$ cat src/hw/ocs_map.svh
// Register offsets, field positions, reset values and timing counts
// for the OTP calibration shifter.
// Assumes a 200 MHz core clock and a byte-addressed Avalon-MM slave port.
//
// Summary of operation
// OTP voltage offset is a 5-bit two's complement offset to the program voltage.
// Final calibration sum saturates: overflow gives 255, underflow gives 0.
// Drive control is pin offset plus OTP offset plus 8-bit operating setting.
// Host keeps pin offset plus OTP offset within five bits, else undefined.
// Three-bit default temperature coefficient loads on power-save exit or refresh.
// Calibration-shift entry allowed with seal bit 0, refused with seal bit 1.
// Programming voltages outside calibration-shift mode leave OTP cells untouched.
// Nine OTP bits, each cell reachable only through its own shift flip-flop.
// Power-save exit or refresh copies all cells into shift register, up to 5 ms.
// Cells are written by shifting nine bits in, then transferring them to cells.
// Shifted values act on the drive voltage at once, no cell write needed.
// In calibration-shift mode each command byte shifts exactly one data bit.
// After leaving calibration-shift mode, normal command decoding resumes fully.
// Host sends nine bits, or a multiple of nine, before leaving the mode.
// Reset clears every shift register bit, the seal bit included.
// Calibration-shift entry is ignored until an OTP refresh has completed.
// Shift order: offset bits 4..0, coefficient bits 2..0, seal bit last.
// A programmed seal bit stays set, blocking any further change.
// Mode bytes are commands; D7 one stays, zero exits; D0 is the data bit.
// With seal set the entry command is silently ignored, mode stays normal.
// Reset always leaves calibration-shift mode.
// Power control during power-save updates control bits but skips refresh.
// Internal refresh-done flag, cleared at reset, qualifies the entry command.
`ifndef OCS_MAP_SVH
`define OCS_MAP_SVH

`define OCS_REG_OP_VOLT       5'h00
`define OCS_REG_STATUS        5'h04
`define OCS_REG_SHIFT         5'h08
`define OCS_REG_DRIVE         5'h0C
`define OCS_REG_TEMP          5'h10

`define OCS_OP_VOLT_RESET     8'h00

`define OCS_ST_CAL_BIT        0
`define OCS_ST_DONE_BIT       1
`define OCS_ST_BUSY_BIT       2
`define OCS_ST_PC_LSB         3
`define OCS_ST_PS_BIT         5

`define OCS_SR_VOFS_MSB       8
`define OCS_SR_VOFS_LSB       4
`define OCS_SR_TC_MSB         3
`define OCS_SR_TC_LSB         1
`define OCS_SR_SEAL_BIT       0
`define OCS_SR_RESET          9'h000
`define OCS_SHIFT_CNT_LSB     12

`define OCS_CMD_ENTER_CAL     8'h82
`define OCS_CMD_PWR_MASK      8'hF9
`define OCS_CMD_PWR_CODE      8'h29
`define OCS_CMD_CONT_BIT      7

`define OCS_DRIVE_MAX         10'sh0FF
`define OCS_DRIVE_MIN         10'sh000

`define OCS_CLK_MHZ           200
`define OCS_REFRESH_TIME_US   5000
`define OCS_REFRESH_CYCLES    (`OCS_REFRESH_TIME_US * `OCS_CLK_MHZ)

`endif

$ cat src/hw/ocs_pkg.sv
// Types shared by the OTP calibration shifter.
// Assumes nothing of its surroundings.
package ocs_pkg;

  typedef enum logic [0:0] {
    OCS_MODE_NORMAL = 1'b0,
    OCS_MODE_CAL    = 1'b1
  } ocs_mode_t;

  typedef logic [8:0] ocs_slices_t;

endpackage

$ cat src/hw/ocs_top.sv
// OTP calibration shifter: nine OTP slices, calibration-shift mode,
// refresh timing and the saturating drive-voltage adder.
// Assumes decoded command bytes arrive as one-cycle strobes synchronous
// to ref_clk_i, and an external OTP macro presents its cell contents.
//
// The register addresses and the Avalon-MM slave port were left to the implementer.
`timescale 1ns/1ps
`include "ocs_map.svh"

module ocs_top
  import ocs_pkg::*;
#(
  parameter int unsigned REFRESH_CYCLES = `OCS_REFRESH_CYCLES,
  parameter int unsigned CNT_W          = $clog2(REFRESH_CYCLES + 1)
) (
  input  wire logic        ref_clk_i,
  input  wire logic        rst_i,
  input  wire logic [4:0]  avs_address_i,
  input  wire logic        avs_read_i,
  input  wire logic        avs_write_i,
  input  wire logic [31:0] avs_writedata_i,
  input  wire logic [3:0]  avs_byteenable_i,
  output logic      [31:0] avs_readdata_o,
  output logic             avs_waitrequest_o,
  input  wire logic        cmd_valid_i,
  input  wire logic        cmd_dc_i,
  input  wire logic [7:0]  cmd_byte_i,
  input  wire logic        power_save_i,
  input  wire logic [4:0]  pin_voltage_offset_i,
  input  wire logic        prog_voltage_i,
  input  wire logic [8:0]  otp_cell_i,
  output logic             otp_prog_en_o,
  output logic      [8:0]  otp_prog_data_o,
  output logic      [4:0]  otp_voltage_offset_o,
  output logic      [2:0]  otp_temp_coeff_default_o,
  output logic             calibration_shift_mode_o,
  output logic      [1:0]  power_ctrl_bits_o,
  output logic      [7:0]  panel_drive_voltage_o,
  output logic             refresh_busy_o,
  output logic             refresh_done_o
);

  localparam logic [CNT_W-1:0] REFRESH_LAST = CNT_W'(REFRESH_CYCLES - 1);

  ocs_mode_t         mode;
  ocs_mode_t         next_mode;
  ocs_slices_t       shift_reg;
  logic [3:0]        shift_cnt;
  logic              refresh_done;
  logic              refresh_busy;
  logic [CNT_W-1:0]  refresh_cnt;
  logic              power_save_q;
  logic [1:0]        power_ctrl_bits;
  logic [7:0]        operating_voltage_setting;
  logic              bus_ack;
  logic [31:0]       bus_rdata;

  logic              cmd_take;
  logic              is_enter_cal;
  logic              is_power_ctrl;
  logic              seal_bit;
  logic              enter_ok;
  logic              shift_strobe;
  logic              ps_exit;
  logic              refresh_start;
  logic              refresh_end;
  logic              bus_req;
  logic              bus_take;
  logic [4:0]        otp_voltage_offset;
  logic signed [9:0] cal_sum;
  logic [7:0]        next_panel_drive;

  // Command decode. Only command-phase bytes matter to this block.
  assign cmd_take      = cmd_valid_i & ~cmd_dc_i;
  assign is_enter_cal  = cmd_byte_i == `OCS_CMD_ENTER_CAL;
  assign is_power_ctrl = (cmd_byte_i & `OCS_CMD_PWR_MASK) == `OCS_CMD_PWR_CODE;
  assign seal_bit      = shift_reg[`OCS_SR_SEAL_BIT];

  // A zeroed seal after reset is not trustworthy until a refresh lands
  assign enter_ok = refresh_done & ~seal_bit; // see R6 see R16

  assign shift_strobe = cmd_take & (mode == OCS_MODE_CAL); // see R12

  // Mode state machine
  always_comb begin
    next_mode = mode;
    case (mode)
      OCS_MODE_NORMAL: begin
        // Refused entry is silent: no status, no error
        if (cmd_take && is_enter_cal && enter_ok) begin // see R6
          next_mode = OCS_MODE_CAL;
        end
      end
      OCS_MODE_CAL: begin
        // Every command byte is data here; D7 low drops back to normal
        if (shift_strobe && !cmd_byte_i[`OCS_CMD_CONT_BIT]) begin // see R13
          next_mode = OCS_MODE_NORMAL;
        end
        // Seal loaded by a late refresh also closes the mode
        if (refresh_end && otp_cell_i[`OCS_SR_SEAL_BIT]) begin
          next_mode = OCS_MODE_NORMAL;
        end
      end
      default: begin
        next_mode = OCS_MODE_NORMAL;
      end
    endcase
  end

  always_ff @(posedge ref_clk_i) begin
    if (rst_i) begin
      mode <= OCS_MODE_NORMAL;
    end else begin
      mode <= next_mode;
    end
  end

  // Power-save tracking and power control bits
  always_ff @(posedge ref_clk_i) begin
    if (rst_i) begin
      power_save_q <= 1'b0;
    end else begin
      power_save_q <= power_save_i;
    end
  end

  assign ps_exit = power_save_q & ~power_save_i;

  always_ff @(posedge ref_clk_i) begin
    if (rst_i) begin
      power_ctrl_bits <= 2'h0;
    end else if (cmd_take && mode == OCS_MODE_NORMAL && is_power_ctrl) begin
      power_ctrl_bits <= cmd_byte_i[2:1];
    end
  end

  // Refresh is requested by power-save exit or by the power control
  // command, the latter only outside power-save.
  assign refresh_start = ps_exit | // see R9
                         (cmd_take && mode == OCS_MODE_NORMAL && is_power_ctrl
                          && !power_save_i);

  assign refresh_end = refresh_busy & (refresh_cnt == REFRESH_LAST) & ~refresh_start;

  // Fixed worst-case wait; a new request restarts it rather than queueing
  always_ff @(posedge ref_clk_i) begin
    if (rst_i) begin
      refresh_busy <= 1'b0;
    end else if (refresh_start) begin
      refresh_busy <= 1'b1;
    end else if (refresh_end) begin
      refresh_busy <= 1'b0;
    end
  end

  // Counter rests at zero while idle, so a restart needs no extra state
  always_ff @(posedge ref_clk_i) begin
    if (rst_i || refresh_start || refresh_end) begin
      refresh_cnt <= '0;
    end else if (refresh_busy) begin
      refresh_cnt <= refresh_cnt + 1'b1;
    end
  end

  always_ff @(posedge ref_clk_i) begin
    if (rst_i) begin
      refresh_done <= 1'b0;
    end else if (refresh_end) begin
      refresh_done <= 1'b1; // see R16
    end
  end

  // Shift register: the only path to the cells. New bits enter at the
  // seal position, so after nine strobes the first bit sits at the MSB.
  always_ff @(posedge ref_clk_i) begin
    if (rst_i) begin
      shift_reg <= `OCS_SR_RESET;
    end else if (refresh_end) begin
      shift_reg <= otp_cell_i; // see R8 see R9
    end else if (shift_strobe) begin
      shift_reg <= {shift_reg[7:0], cmd_byte_i[0]}; // see R12 see R17
    end
  end

  // Bit count modulo nine, so software can spot a short transfer
  always_ff @(posedge ref_clk_i) begin
    if (rst_i || refresh_end) begin
      shift_cnt <= 4'h0;
    end else if (shift_strobe) begin
      shift_cnt <= (shift_cnt == 4'h8) ? 4'h0 : shift_cnt + 4'h1;
    end
  end

  // Programming drive to the cells: only in calibration-shift mode
  always_ff @(posedge ref_clk_i) begin
    if (rst_i) begin
      otp_prog_en_o <= 1'b0;
    end else begin
      otp_prog_en_o <= prog_voltage_i && mode == OCS_MODE_CAL; // see R7
    end
  end

  // Data is only acted on while the enable stands
  always_ff @(posedge ref_clk_i) begin
    if (rst_i) begin
      otp_prog_data_o <= 9'h000;
    end else begin
      otp_prog_data_o <= shift_reg;
    end
  end

  // Calibration adder. The shift register feeds it directly, so shifted
  // values act without any cell write.
  assign otp_voltage_offset = shift_reg[`OCS_SR_VOFS_MSB:`OCS_SR_VOFS_LSB];

  // Pin and OTP offsets are signed; their overflow is not caught here
  assign cal_sum = $signed({2'b00, operating_voltage_setting})
                 + $signed({{5{pin_voltage_offset_i[4]}}, pin_voltage_offset_i})
                 + $signed({{5{otp_voltage_offset[4]}}, otp_voltage_offset});

  always_comb begin
    if (cal_sum > `OCS_DRIVE_MAX) begin
      next_panel_drive = 8'hFF;
    end else if (cal_sum < `OCS_DRIVE_MIN) begin
      next_panel_drive = 8'h00;
    end else begin
      next_panel_drive = cal_sum[7:0]; // see R3
    end
  end

  always_ff @(posedge ref_clk_i) begin
    if (rst_i) begin
      panel_drive_voltage_o <= 8'h00;
    end else begin
      panel_drive_voltage_o <= next_panel_drive;
    end
  end

  // Registered views of the slices, the mode, the power control bits and the refresh flags
  // Views lag the internal state by one cycle; the status register does not
  always_ff @(posedge ref_clk_i) begin
    if (rst_i) begin
      otp_voltage_offset_o <= 5'h00;
    end else begin
      otp_voltage_offset_o <= otp_voltage_offset;
    end
  end

  always_ff @(posedge ref_clk_i) begin
    if (rst_i) begin
      otp_temp_coeff_default_o <= 3'h0;
    end else begin
      otp_temp_coeff_default_o <= shift_reg[`OCS_SR_TC_MSB:`OCS_SR_TC_LSB];
    end
  end

  always_ff @(posedge ref_clk_i) begin
    if (rst_i) begin
      calibration_shift_mode_o <= 1'b0;
    end else begin
      calibration_shift_mode_o <= mode == OCS_MODE_CAL;
    end
  end

  always_ff @(posedge ref_clk_i) begin
    if (rst_i) begin
      power_ctrl_bits_o <= 2'h0;
    end else begin
      power_ctrl_bits_o <= power_ctrl_bits;
    end
  end

  always_ff @(posedge ref_clk_i) begin
    if (rst_i) begin
      refresh_busy_o <= 1'b0;
    end else begin
      refresh_busy_o <= refresh_busy;
    end
  end

  always_ff @(posedge ref_clk_i) begin
    if (rst_i) begin
      refresh_done_o <= 1'b0;
    end else begin
      refresh_done_o <= refresh_done;
    end
  end

  // Avalon-MM slave: every access waits exactly one cycle
  assign bus_req           = avs_read_i | avs_write_i;
  assign bus_take          = bus_req & bus_ack;
  assign avs_waitrequest_o = bus_req & ~bus_ack;

  always_ff @(posedge ref_clk_i) begin
    if (rst_i) begin
      bus_ack <= 1'b0;
    end else begin
      bus_ack <= bus_req & ~bus_ack;
    end
  end

  always_ff @(posedge ref_clk_i) begin
    if (rst_i) begin
      operating_voltage_setting <= `OCS_OP_VOLT_RESET;
    end else if (bus_take && avs_write_i && avs_byteenable_i[0]
                 && avs_address_i == `OCS_REG_OP_VOLT) begin
      operating_voltage_setting <= avs_writedata_i[7:0];
    end
  end

  always_comb begin
    bus_rdata = 32'h0000_0000;
    case (avs_address_i)
      `OCS_REG_OP_VOLT: begin
        bus_rdata[7:0] = operating_voltage_setting;
      end
      `OCS_REG_STATUS: begin
        bus_rdata[`OCS_ST_CAL_BIT]               = mode == OCS_MODE_CAL;
        bus_rdata[`OCS_ST_DONE_BIT]              = refresh_done;
        bus_rdata[`OCS_ST_BUSY_BIT]              = refresh_busy;
        bus_rdata[`OCS_ST_PC_LSB+1:`OCS_ST_PC_LSB] = power_ctrl_bits;
        bus_rdata[`OCS_ST_PS_BIT]                = power_save_i;
      end
      `OCS_REG_SHIFT: begin
        bus_rdata[8:0]                               = shift_reg;
        bus_rdata[`OCS_SHIFT_CNT_LSB+3:`OCS_SHIFT_CNT_LSB] = shift_cnt;
      end
      `OCS_REG_DRIVE: begin
        bus_rdata[7:0] = panel_drive_voltage_o;
      end
      `OCS_REG_TEMP: begin
        bus_rdata[2:0] = shift_reg[`OCS_SR_TC_MSB:`OCS_SR_TC_LSB];
      end
      default: begin
        bus_rdata = 32'h0000_0000;
      end
    endcase
  end

  // Read data is registered so it stands at the edge where waitrequest is low
  always_ff @(posedge ref_clk_i) begin
    if (rst_i) begin
      avs_readdata_o <= 32'h0000_0000;
    end else if (avs_read_i && !bus_ack) begin
      avs_readdata_o <= bus_rdata;
    end
  end

endmodule

$ cat config.mk
export PLATFORM = sky130hd
export DESIGN_NAME = ocs_top
export DESIGN_NICKNAME = d
export VERILOG_FILES = /design/src/hw/ocs_pkg.sv /design/src/hw/ocs_top.sv
export VERILOG_INCLUDE_DIRS = /design/src /design/src/hw
export SDC_FILE = /design/constraint.sdc
export NUM_CORES = 1
export LEC_CHECK = 0
export ABC_AREA = 1
export BUFFER_PORTS_ARGS = -buffer_cell sky130_fd_sc_hd__buf_2
export CAP_MARGIN = 30
export CORE_ASPECT_RATIO = 2
export CORE_MARGIN = 1
export CORE_UTILIZATION = 30
export DETAILED_ROUTE_END_ITERATION = 8
export GPL_TIMING_DRIVEN = 0
export SLEW_MARGIN = 40
export SYNTH_ARGS = -nofsm -noshare
export SYNTH_HDL_FRONTEND = slang
export SYNTH_SLANG_ARGS = --single-unit
export TNS_END_PERCENT = 100
$ cat constraint.sdc
create_clock -name ref_clk_i -period 2.9 [get_ports ref_clk_i]
set_clock_uncertainty 0.05 [all_clocks]
set_input_delay 0.29 -clock ref_clk_i [delete_from_list [all_inputs] [get_ports ref_clk_i]]
set_output_delay 0.29 -clock ref_clk_i [all_outputs]
set_load 0.03 [all_outputs]
==> metrics.sh <==
YOSYS_REGISTER_BITS=84
GRT_MAX_DEGREE=16
GRTUSAGETOTAL=0.1751
CAP_VIOL_MAX_COUNT=0
DRT-PASS1-ITER-COUNT=4
DRTANTENNAVIOLNETS=0
REG_CLK_SLEW_REPORTED_PATHS_NS=0.07
OUTCOME='finished clean'
DP.FINAL_HPWL_MM=10.91
CTS_NUM_SINKS=84
IO_PINS=135
CTS_TREE='done'
HOLD_END='operating_voltage_setting[7]'
LAYOUT_CELL_SHARE_WITH_DRIVE_STRENGTH_BEYOND_1=0.2170
SYNTH_ENABLE_FLOP_CELLS=0
MINIMUM_SETUP_SLACK_AMONG_REG_TO_REG_PATHS_NS=0.25
MAX-SLEW-MARGIN-REL=0.4931
SETUP_VIOL=0
GRT_FIRST_PASS_WIRELENGTH_MM=20.36
HOLD_VIOLATIONS=0
WORST_R2R_DST='panel_drive_voltage_o[6]'
DIE_H_UM=176.4
FINALWORSTPATHREQUIREDPERIOD_NS=2.653
MOST_COMMON_LIBRARY_CELLS_AFTER_SYNTHESIS='nand2_1 (122), nor2_1 (108), dfxtp_1 (84)'
CTS_BUFFER_DEPTH=2
CHIPWIDTH_UM=89.22
POST_SYNTH.CELL_AREA_AVG_UM2=7.245
LAYOUT.CORE_UTILIZATION=0.3793
FILLERS=1638
SYNTH.DISTINCT_CELLS=39
ASYNC_FLOP_SHARE=0
HOLD_BUF_COUNT_CTS=0
INITIAL_ANTENNA_VIOLATION_COUNT=0
LARGEST_REGISTER='refresh_cnt'
ROUTED_LENGTH_PER_PLACED_INSTANCE_UM=13.98
AREA_GROWTH_SYN_TO_LAYOUT_PCT=23.14
DESIGN.DIE.AREA_UM2=15740
LARGEST_REGISTER_FF_COUNT=20
GP_ROUTABILITY_CONGESTION=0.8882
CRIT_REQUIRED_NS=3.12
YOSYSTOPAREACELLSHARE=0.3684
PATH_MAX_FANOUT=8
TOTALPOWERFINAL_mW=2.627
FMAX_GHz=0.3769
HOLD_PATH_DEPTH=3
YS_SEQ_AREA_FRAC=0.3684
MIN-DELAY-PATH-CLASS='input pin to flop'
SYNTH.CELL_AREA_UM2=4564
ROUTE.FINAL.WIRE_LENGTH_MM=13.23
WORST_R2R_PATH_DEPTH=11
CTS_RESIZED=0
OVERFLOW=0
LAYOUT_WORST_PATH_CYCLE_SHARE=0.9150
WORSTMARGINPINSLEW_NS=0.7576
FLOORPLAN.INITIALDENSITY=0.3080
CRITICAL_PATH.REG2REG.STARTPOINT='shift_reg[5]'
YS_TOP_CELLS_BY_AREA='dfxtp_1 (37%), nand2_1 (10%), nor2_1 (8.9%)'
VIA_COUNT=4340
CLOCK-ROOT-BUFFER='clkbuf_16'
PORT_BUFFERS=87
FINALNETCOUNT=839
FOOTPRINT_OF_THE_MULTI_INPUT_GATES_UM2=2374
TNS_NS=0
CTS_MADE_BUFFERS=9
POST_DRT_VIA_CELL_RATIO=4.588
NETLIST_INSTANCES=630
CRITICALPATHCATEGORY='flop to flop'
CLOCK_INSERTION_DELAY_WORST_SKEW_NS=0.34
SLEW_VIOLS_FINAL=0
P_LEAK_nW=2.612
WORSTPATHARRIVAL_NS=2.87
AREA.SEQUENTIAL_UM2=1682
DETAILEDROUTE.FIRSTITERATIONVIOLATIONS=204
SYNTH_FLOP_TYPE='dfxtp_1'
POWERDENSITY_nW_PER_UM2=467.3
DRC_VIOLATIONS_LEFT=0
IRDROPWORSTVDD_V=0.0002897
WORST_MIN_DELAY_PATH_STARTPOINT='avs_writedata_i[7]'
DIODES=0
DESIGN.CORE.AREA_UM2=14820
YOSYS_WARNINGS=0
SYNTH.LARGEST_AREA_CELL='dfxtp_1'
ROWS=63
REG_TOP3='refresh_cnt: 20 flops, avs_readdata_o: 13 flops'
CTS_SETUP_BUFFERS=0
FIRST_GLOBAL_VIAS=4184
CRIT_PATH_END_KIND='flop'
STARTPOINT_TYPE='flop'
RSZ0062_AT_GRT='no'
CTS_HTREE_LEVELS=3
SYNTHMOSTINSTANTIATEDCELL='nand2_1'
==> report_power, final <==
| group | switching, mW | internal, mW |
|---|---|---|
| logic | 0.168 | 0.0815 |
| registers | 0.0109 | 1.17 |
| clock network | 0.498 | 0.699 |
==> layer usage <==
layer,up-vias,global-route usage,share of wire
li1,2194,-,-
met4,0,0.1091,0.056
met1,1980,0.1578,0.33
met2,124,0.3464,0.58
met5,-,0,0
met3,42,0.02104,0.035
==> cell families after synthesis <==
family / synth area share
AND/OR/NAND/NOR: 0.3029
buffers and inverters: 0.1264
flip-flops: 0.3684
AO/OA/AOI/OAI: 0.09211
adder cells (fa/ha/maj): 0.07675
XOR/XNOR: 0.03262
other: 0.0008216
==> critical path, stage by stage, from the launching register on <==
cell and delay [ns]:
dfxtp_1 0.36, inv_1 0.12, fa_1 0.47, inv_1 0.08, ha_1 0.17, inv_1 0.05
fa_1 0.41, o21ai_2 0.24, nand4_1 0.13, nand3b_1 0.11, nand3_1 0.23, nor2_1 0.15
==> worst max-delay path by stage <==
| stage | slack, ns | from | endpoint | depth (start not counted) |
|---|---|---|---|---|
| floorplan | 0.59 | shift_reg[5] | panel_drive_voltage_o[7] | 12 |
| global placement | 0.28 | shift_reg[5] | panel_drive_voltage_o[7] | 11 |
| detailed placement | 0.26 | shift_reg[5] | panel_drive_voltage_o[6] | 11 |
| CTS | 0.23 | shift_reg[5] | panel_drive_voltage_o[6] | 11 |
| global route | 0.03 | shift_reg[5] | panel_drive_voltage_o[6] | 11 |
| finish | 0.25 | shift_reg[5] | panel_drive_voltage_o[6] | 11 |
==> cell usage in the layout (no fill, tap or decap), types with 18 or more instances in the layout <==
master and n:
dfxtp_1 84, nand3_1 30, buf_4 29, o21ai_0 27, inv_1 75, nand2_1 122, buf_2 93, nor2_1 108
a21oi_1 30, conb_1 19, nand4_1 18
==> through the flow <==
| stage | hold slack [ns] | std cells | setup slack, ns | instance area, um^2 |
|---|---|---|---|---|
| floorplan | 0.3614 | 648 | 0.5859 | 4632 |
| global placement | 0.4066 | 930 | 0.2818 | 5311 |
| detailed placement | 0.4136 | 930 | 0.2551 | 5311 |
| CTS | 0.1199 | 946 | 0.2296 | 5620 |
| global route | 0.1255 | 946 | 0.02679 | 5620 |
| finish | 0.1213 | 946 | 0.2466 | 5620 |
==> layout make-up <==
cell class	count	share of cell area
multi-input cells	444	0.4223
flip-flops and latches	84	0.2992
repair buffers	87	0.07747
inverters	78	0.05254
plain buffers	42	0.05009
well taps	195	0.04341
clock buffers	10	0.04252
clock inverters	6	0.01247
Note: power is estimated with default switching activity, not from simulation.
